### src/logic/sisc_pkg.sv
package sisc_pkg;
  localparam int unsigned       REG_W            = 16;
  localparam int unsigned       ADDR_W           = 8;
  localparam logic [7:0]        FLAGS_OFFSET     = 8'h1A;
  localparam logic [7:0]        STATUS_OFFSET    = 8'h40;
  localparam logic [7:0]        MASK_OFFSET      = 8'h41;
  localparam logic [15:0]       FLAGS_RESET      = 16'h0000;
  localparam logic [15:0]       MASK_RESET       = 16'h0000;
  localparam logic [15:0]       FLAGS_USED       = 16'h35FF;
  localparam int unsigned       BIT_SINK_ONE     = 13;
  localparam int unsigned       BIT_SINK_TWO     = 12;
  localparam int unsigned       BIT_BUS_LIMIT    = 10;
  localparam int unsigned       BIT_AUX_READY    = 8;
  localparam int unsigned       BIT_AUX_COMP4    = 7;
  localparam int unsigned       BIT_AUX_COMP3    = 6;
  localparam int unsigned       BIT_AUX_COMP2    = 5;
  localparam int unsigned       BIT_AUX_COMP1    = 4;
  localparam int unsigned       BIT_SUPPLY_LOW   = 3;
  localparam int unsigned       BIT_DIE_WARM     = 2;
  localparam int unsigned       BIT_DIE_HOT      = 1;
  localparam int unsigned       BIT_WATCHDOG     = 0;

  typedef struct packed {
    logic sink_one_regulation_lost;
    logic sink_two_regulation_lost;
    logic bus_power_limit_switch;
    logic aux_converter_result_ready;
    logic aux_comparator_four;
    logic aux_comparator_three;
    logic aux_comparator_two;
    logic aux_comparator_one;
    logic supply_below_shutdown;
    logic die_warm_limit;
    logic die_hot_limit;
    logic watchdog_expiry;
  } sisc_events_t;

  typedef struct packed {
    logic [7:0]  addr;
    logic [15:0] wdata;
    logic        wr;
    logic        rd;
  } sisc_bus_req_t;
endpackage

### src/logic/sisc_capture.sv
// Chosen here: the plain strobed port.
`timescale 1ns/1ns
module sisc_capture (
  input  wire logic                  sys_clk,
  input  wire logic                  rst,
  input  wire sisc_pkg::sisc_events_t events,
  input  wire sisc_pkg::sisc_bus_req_t bus,
  output logic [15:0]                rdata_ff,
  output logic                       irq_ff
);
  import sisc_pkg::*;

  logic [15:0] level_ff;
  logic [15:0] nxt_level;
  logic [15:0] rise;
  logic [15:0] flags_ff;
  logic [15:0] nxt_flags;
  logic [15:0] status_ff;
  logic [15:0] nxt_status;
  logic [15:0] mask_ff;
  logic [15:0] nxt_mask;
  logic [15:0] nxt_rdata;
  logic        nxt_irq;
  logic        flags_read;
  logic        status_read;
  logic        mask_read;
  logic        status_write;
  logic        mask_write;

  // bus decode shared by every register group; the master never raises both strobes
  always_comb begin
    flags_read   = bus.rd && (bus.addr == FLAGS_OFFSET);
    status_read  = bus.rd && (bus.addr == STATUS_OFFSET);
    mask_read    = bus.rd && (bus.addr == MASK_OFFSET);
    status_write = bus.wr && (bus.addr == STATUS_OFFSET);
    mask_write   = bus.wr && (bus.addr == MASK_OFFSET);
  end

  // one detector for all twelve sources; unused bit positions are held at zero
  always_comb begin
    nxt_level                 = 16'h0000;
    nxt_level[BIT_SINK_ONE]   = events.sink_one_regulation_lost;
    nxt_level[BIT_SINK_TWO]   = events.sink_two_regulation_lost;
    nxt_level[BIT_BUS_LIMIT]  = events.bus_power_limit_switch;
    nxt_level[BIT_AUX_READY]  = events.aux_converter_result_ready;
    nxt_level[BIT_AUX_COMP4]  = events.aux_comparator_four;
    nxt_level[BIT_AUX_COMP3]  = events.aux_comparator_three;
    nxt_level[BIT_AUX_COMP2]  = events.aux_comparator_two;
    nxt_level[BIT_AUX_COMP1]  = events.aux_comparator_one;
    nxt_level[BIT_SUPPLY_LOW] = events.supply_below_shutdown;
    nxt_level[BIT_DIE_WARM]   = events.die_warm_limit;
    nxt_level[BIT_DIE_HOT]    = events.die_hot_limit;
    nxt_level[BIT_WATCHDOG]   = events.watchdog_expiry;
    // a source already high at reset release counts as an edge in the first cycle
    rise = nxt_level & ~level_ff & FLAGS_USED;
  end

  always_ff @(posedge sys_clk) begin
    if (rst) begin
      level_ff <= FLAGS_RESET;
    end else begin
      level_ff <= nxt_level;
    end
  end

  always_comb begin
    nxt_flags = flags_ff;
    if (flags_read) begin
      // the read returns every flag, so every flag is cleared
      nxt_flags = 16'h0000;
    end
    // set wins: an edge in the read cycle is kept for the next read
    nxt_flags = nxt_flags | rise;
  end

  always_ff @(posedge sys_clk) begin
    if (rst) begin
      flags_ff <= FLAGS_RESET;
    end else begin
      flags_ff <= nxt_flags;
    end
  end

  // separate copy for the interrupt line, so reading the flags does not drop irq
  always_comb begin
    nxt_status = status_ff;
    if (status_write) begin
      nxt_status = status_ff & ~bus.wdata;
    end
    nxt_status = nxt_status | rise;
  end

  always_ff @(posedge sys_clk) begin
    if (rst) begin
      status_ff <= FLAGS_RESET;
    end else begin
      status_ff <= nxt_status;
    end
  end

  always_comb begin
    nxt_mask = mask_ff;
    if (mask_write) begin
      // unused positions stay zero so they read back as zero
      nxt_mask = bus.wdata & FLAGS_USED;
    end
  end

  always_ff @(posedge sys_clk) begin
    if (rst) begin
      mask_ff <= MASK_RESET;
    end else begin
      mask_ff <= nxt_mask;
    end
  end

  // read data stand for one cycle only; idle cycles return zero
  always_comb begin
    nxt_rdata = 16'h0000;
    if (bus.rd) begin
      unique case (bus.addr)
        FLAGS_OFFSET:  nxt_rdata = flags_ff;
        STATUS_OFFSET: nxt_rdata = status_ff;
        MASK_OFFSET:   nxt_rdata = mask_ff;
        default:       nxt_rdata = 16'h0000;
      endcase
    end
  end

  always_ff @(posedge sys_clk) begin
    if (rst) begin
      rdata_ff <= 16'h0000;
    end else begin
      rdata_ff <= nxt_rdata;
    end
  end

  // built from the next values so irq follows status and mask with no extra delay
  always_comb begin
    nxt_irq = |(nxt_status & nxt_mask);
  end

  always_ff @(posedge sys_clk) begin
    if (rst) begin
      irq_ff <= 1'b0;
    end else begin
      irq_ff <= nxt_irq;
    end
  end

  a_sink_one_edge: assert property (
    @(posedge sys_clk) disable iff (rst)
    $rose(events.sink_one_regulation_lost) |=> flags_ff[BIT_SINK_ONE])
    else $error("sink one edge not flagged");

  a_sink_two_edge: assert property (
    @(posedge sys_clk) disable iff (rst)
    $rose(events.sink_two_regulation_lost) |=> flags_ff[BIT_SINK_TWO])
    else $error("sink two edge not flagged");

  a_bus_limit_edge: assert property (
    @(posedge sys_clk) disable iff (rst)
    $rose(events.bus_power_limit_switch) |=> flags_ff[BIT_BUS_LIMIT])
    else $error("limit switch edge not flagged");

  a_supply_low_edge: assert property (
    @(posedge sys_clk) disable iff (rst)
    $rose(events.supply_below_shutdown) |=> flags_ff[BIT_SUPPLY_LOW])
    else $error("supply low edge not flagged");

  a_die_warm_edge: assert property (
    @(posedge sys_clk) disable iff (rst)
    $rose(events.die_warm_limit) |=> flags_ff[BIT_DIE_WARM])
    else $error("warm edge not flagged");

  a_die_hot_edge: assert property (
    @(posedge sys_clk) disable iff (rst)
    $rose(events.die_hot_limit) |=> flags_ff[BIT_DIE_HOT])
    else $error("hot edge not flagged");

  a_watchdog_edge: assert property (
    @(posedge sys_clk) disable iff (rst)
    $rose(events.watchdog_expiry) |=> flags_ff[BIT_WATCHDOG])
    else $error("watchdog edge not flagged");

  a_aux_ready_edge: assert property (
    @(posedge sys_clk) disable iff (rst)
    $rose(events.aux_converter_result_ready) |=> flags_ff[BIT_AUX_READY])
    else $error("converter ready edge not flagged");

  a_comp_four_edge: assert property (
    @(posedge sys_clk) disable iff (rst)
    $rose(events.aux_comparator_four) |=> flags_ff[BIT_AUX_COMP4])
    else $error("comparator four edge not flagged");

  a_comp_three_edge: assert property (
    @(posedge sys_clk) disable iff (rst)
    $rose(events.aux_comparator_three) |=> flags_ff[BIT_AUX_COMP3])
    else $error("comparator three edge not flagged");

  a_comp_two_edge: assert property (
    @(posedge sys_clk) disable iff (rst)
    $rose(events.aux_comparator_two) |=> flags_ff[BIT_AUX_COMP2])
    else $error("comparator two edge not flagged");

  a_comp_one_edge: assert property (
    @(posedge sys_clk) disable iff (rst)
    $rose(events.aux_comparator_one) |=> flags_ff[BIT_AUX_COMP1])
    else $error("comparator one edge not flagged");

  a_no_spurious_set: assert property (
    @(posedge sys_clk) disable iff (rst)
    1'b1 |=> (flags_ff & ~$past(flags_ff)) == ($past(rise) & ~$past(flags_ff)))
    else $error("flag set without an edge");

  a_flags_sticky: assert property (
    @(posedge sys_clk) disable iff (rst)
    !flags_read |=> (flags_ff & $past(flags_ff)) == $past(flags_ff))
    else $error("flag lost without read");

  a_read_returns: assert property (
    @(posedge sys_clk) disable iff (rst)
    flags_read |=> rdata_ff == $past(flags_ff))
    else $error("read data wrong");

  a_read_clears: assert property (
    @(posedge sys_clk) disable iff (rst)
    flags_read |=> flags_ff == $past(rise))
    else $error("read did not clear flags");

  a_flags_no_write: assert property (
    @(posedge sys_clk) disable iff (rst)
    (bus.wr && bus.addr == FLAGS_OFFSET) |=> (flags_ff & $past(flags_ff)) == $past(flags_ff))
    else $error("write changed flags");

  a_unused_zero: assert property (
    @(posedge sys_clk) disable iff (rst)
    (flags_ff & ~FLAGS_USED) == 16'h0000)
    else $error("unused flag bit set");

  a_flags_after_reset: assert property (
    @(posedge sys_clk) disable iff (rst)
    $past(rst) |-> flags_ff == FLAGS_RESET)
    else $error("flags not cleared by reset");

  a_status_sticky: assert property (
    @(posedge sys_clk) disable iff (rst)
    !status_write |=> (status_ff & $past(status_ff)) == $past(status_ff))
    else $error("status lost without write");

  a_status_w1c: assert property (
    @(posedge sys_clk) disable iff (rst)
    status_write |=> (status_ff & $past(bus.wdata) & ~$past(rise)) == 16'h0000)
    else $error("status write one did not clear");

  a_status_set: assert property (
    @(posedge sys_clk) disable iff (rst)
    1'b1 |=> (status_ff & $past(rise)) == $past(rise))
    else $error("status missed an edge");

  a_status_unused: assert property (
    @(posedge sys_clk) disable iff (rst)
    (status_ff & ~FLAGS_USED) == 16'h0000)
    else $error("unused status bit set");

  a_mask_write: assert property (
    @(posedge sys_clk) disable iff (rst)
    mask_write |=> mask_ff == ($past(bus.wdata) & FLAGS_USED))
    else $error("mask write wrong");

  a_mask_hold: assert property (
    @(posedge sys_clk) disable iff (rst)
    !mask_write |=> $stable(mask_ff))
    else $error("mask changed without write");

  a_status_read: assert property (
    @(posedge sys_clk) disable iff (rst)
    status_read |=> rdata_ff == $past(status_ff))
    else $error("status read data wrong");

  a_mask_read: assert property (
    @(posedge sys_clk) disable iff (rst)
    mask_read |=> rdata_ff == $past(mask_ff))
    else $error("mask read data wrong");

  a_rdata_idle: assert property (
    @(posedge sys_clk) disable iff (rst)
    !bus.rd |=> rdata_ff == 16'h0000)
    else $error("read data outside read cycle");

  a_unmapped_zero: assert property (
    @(posedge sys_clk) disable iff (rst)
    (bus.rd && !flags_read && !status_read && !mask_read) |=> rdata_ff == 16'h0000)
    else $error("unmapped read not zero");

  a_irq_level: assert property (
    @(posedge sys_clk) disable iff (rst)
    irq_ff == |(status_ff & mask_ff))
    else $error("irq does not follow status and mask");

  a_outputs_reset: assert property (
    @(posedge sys_clk) disable iff (rst)
    $past(rst) |-> (!irq_ff && rdata_ff == 16'h0000))
    else $error("outputs not cleared by reset");
endmodule // sisc_capture

### config.mk
export PLATFORM = sky130hd
export DESIGN_NAME = sisc_capture
export DESIGN_NICKNAME = d
export VERILOG_FILES = /design/src/logic/sisc_pkg.sv /design/src/logic/sisc_capture.sv
export SDC_FILE = /design/constraint.sdc
export NUM_CORES = 1
export LEC_CHECK = 0
export ABC_AREA = 1
export BUFFER_PORTS_ARGS = -buffer_cell sky130_fd_sc_hd__buf_4
export CAP_MARGIN = 20
export CORE_UTILIZATION = 50
export DETAILED_ROUTE_END_ITERATION = 7
export PLACE_DENSITY = 0.71
export SLEW_MARGIN = 5
export SYNTH_ARGS = -nofsm -noshare
export SYNTH_HDL_FRONTEND = slang
export SYNTH_SLANG_ARGS = --single-unit
export TNS_END_PERCENT = 20
### constraint.sdc
create_clock -name sys_clk -period 3.2 [get_ports sys_clk]
set_clock_uncertainty 0.05 [all_clocks]
set_input_delay 0.32 -clock sys_clk [delete_from_list [all_inputs] [get_ports sys_clk]]
set_output_delay 0.32 -clock sys_clk [all_outputs]
set_load 0.005 [all_outputs]
==> impl_metrics.py <==
metrics = {
    "logic_synthesis": {
        "ys_types": 26,
        "yosysTopAreaCell": "dfxtp_1",
        "synth_cells": 426,
        "synth_ff_type": "dfxtp_1",
        "yosysTopAreaCellShare_pct": 47.8,
        "synth-edff-count": 0,
        "syn_area_sq_mm": 0.00306,
        "synthesis.nets": 466,
        "yosys_warnings": 0,
        "avgSynthCellArea_sq_um": 7.18,
        "synth_seq_cells": 73,
        "async_flop_share_pct": 0,
        "ys_top_cells_by_area": "dfxtp_1, nand2_1, inv_1, nor2_1, a21oi_1",
        "ys_seq_area_share_pct": 47.8,
    },
    "min_path": {
        "worstHoldStart": "events[1]",
        "hp-class": "primary input to flip-flop",
    },
    "timing": {
        "hold_viol": 0,
        "period_minus_slack_ns": 1.92,
        "setup_tns_ns": 0,
        "tightestPinTransition_ns": 0.800,
        "grt_setup_unrepaired": "no",
        "max_slew_margin_pct": 46.5,
        "fmax_ghz": 0.521,
        "final-max-slew-violation-count": 0,
        "setup_viol": 0,
        "fin_crit_sh_pct": 60.0,
    },
    "clock_tree": {
        "cts_root_buf": "clkbuf_8",
        "post_cts_resize_count": 0,
        "clock_latency_ns": 0.34,
        "cts.sinks": 73,
        "postCtsSetupBuffers": 0,
        "clk_path_buf_depth": 2,
        "cts_max_level": 3,
        "cts_buffers": 9,
        "clk_pin_slew_ns": 0.07,
        "cts_hold_buf": 0,
        "cts_tree": "yes",
    },
    "pwr": {
        "leakage_nw": 1.78,
        "power-per-cell-area_mw_per_mm2": 481,
        "vdd_ir_drop_max_v": 0.000263,
    },
    "final_layout": {
        "n_antenna_cell": 0,
        "area_delta_synth_final_pct": 19.7,
        "n_fill_cell": 523,
        "final_cells": 555,
        "final_cell_mix": "nand2_1, dfxtp_1, buf_4",
        "drive_above_1_share_pct": 21.3,
        "layout_commonest_cell": "nand2_1",
        "seq_area_sq_mm": 0.00146,
        "multiInputGateArea_sq_mm": 0.00126,
        "final_nets": 519,
    },
    "die": {
        "floorplan.initialDensity_pct": 51.6,
        "ioPinCount": 57,
        "die_area_sq_mm": 0.00643,
        "die_w_um": 80.2,
        "fp.dieH_um": 80.2,
        "row_count": 28,
        "core-area_sq_mm": 0.00592,
    },
    "placed_design": {
        "placed_cells": 542,
        "io_buffers": 56,
        "detailed_place_hpwl_um": 4270,
        "gp_congestion": 0.800,
    },
    "worst_setup_path": {
        "required_ns": 3.36,
        "end_kind": "flip-flop",
        "start_kind": "primary input",
        "crit_top_cell": "nand2_1",
        "critPathMaxStageDelay_ns": 0.65,
        "slowest_stage": "nor2_4",
        "path_class": "primary input to flip-flop",
        "r2r-start": "level_ff[12]",
        "critPathBufInv": 1,
        "cp_cell_sequence": "buf_4 -> nor2_1 -> nand2_1 -> nor2_4 -> nand3_1 -> nand2_1 -> nand2_1 -> nand2_1 -> nand2_1 -> nor2_1 -> nand2_1 -> nor2_1 -> nor2_1",
        "worst-path-max-fanout": 31,
        "cp-startpoint": "bus[19]",
        "arrival_ns": 2.08,
        "crit_family": "simple AND/OR/NAND/NOR gates",
    },
    "route": {
        "totalWireLength_um": 6440,
        "drt_iter0_drc": 170,
        "vias": 2593,
        "wl_per_cell_um": 11.6,
        "route.detailed.drc": 0,
        "via_per_inst": 4.67,
        "first_pass_iters": 4,
        "detail-route-antenna-nets": 0,
    },
    "grt": {
        "grt_pass1_wl_um": 10500,
        "grt_max_degree": 59,
        "antenna_found_initial": 0,
        "grt-ovfl-total": 0,
        "grt_pass1_vias": 2363,
        "grt_use_total_pct": 21.6,
    },
    "status": {
        "outcome": "completed",
    },
    "flow_run": {
        "drv_cap": 0,
    },
}
flip-flops by register name, summed over array words and instances, names as in the netlist:
signal / count
flags_ff: 12
irq_ff: 1
status_ff: 16
rdata_ff: 16
level_ff: 12
mask_ff: 16
where the power goes:
group	total, mW	switching [mW]	leakage (nW)	internal, mW
sequential	0.954	0.0133	0.598	0.940
combinational	0.132	0.0707	1.09	0.0617
clock	0.673	0.308	0.0872	0.365
total	1.76	0.392	1.78	1.37
per-stage QoR:
stage	worst slack, ns	hold slack (ns)	util (%)	power (mW)	cell area, sq um
after floorplan	1.73	0.380	-	1.05	3060
after global placement	0.958	0.395	58.7	1.10	3480
after detailed placement	0.919	0.398	58.7	1.11	3480
after CTS	1.29	0.127	61.6	1.77	3650
after global routing	1.07	0.133	61.8	1.83	3660
final	1.28	0.138	61.8	1.76	3660
worst min-delay path, cell delays in order:
cell,delay [ns]
buf_4,0.07
inv_1,0.03
nor2_1,0.06
final timing paths:
| path | end | slack, ns | cells past startpoint |
|---|---|---|---|
| setup / recovery | irq_ff | 1.28 | 13 |
| setup reg to reg | irq_ff | 2.07 | 8 |
| hold reg to reg | flags_ff[2] | 0.41 | 2 |
| hold / removal | level_ff[1] | 0.14 | 3 |
cells by family after synthesis:
kind of cell           share of synthesized area [%]
buffers and inverters                           10.8
AO/OA/AOI/OAI                                   7.12
flip-flops                                      47.8
AND/OR/NAND/NOR                                 34.2
cell type report:
type | count | share of cell area [%]
sequential | 73 | 39.9
multi-input combinational | 278 | 34.5
timing repair buffer | 60 | 12.4
inverter | 57 | 5.85
clock buffer | 11 | 3.86
tap | 75 | 2.56
clock inverter | 1 | 0.821
cell usage after synthesis, types with 3 or more instances:
library cell  count
nand2_1         140
dfxtp_1          73
inv_1            56
nor2_1           43
a21oi_1          29
nand3_1          17
or2_2            12
nand3_2          10
o21ai_1          10
buf_2             6
clkbuf_1          6
nand2_2           5
buf_4             3
layer usage:
| layer | track usage (%) | part of all wire (%) | wire, um | vias to the layer above |
|---|---|---|---|---|
| met4 | 8.04 | 1.5 | 97 | 0 |
| met2 | 37.0 | 46 | 2980 | 54 |
| met1 | 26.2 | 48 | 3100 | 1122 |
| met5 | 0 | 0 | 0 | - |
| met3 | 5.11 | 4.0 | 260 | 9 |
| li1 | - | - | - | 1408 |
Power figures use the tool's default switching activity.
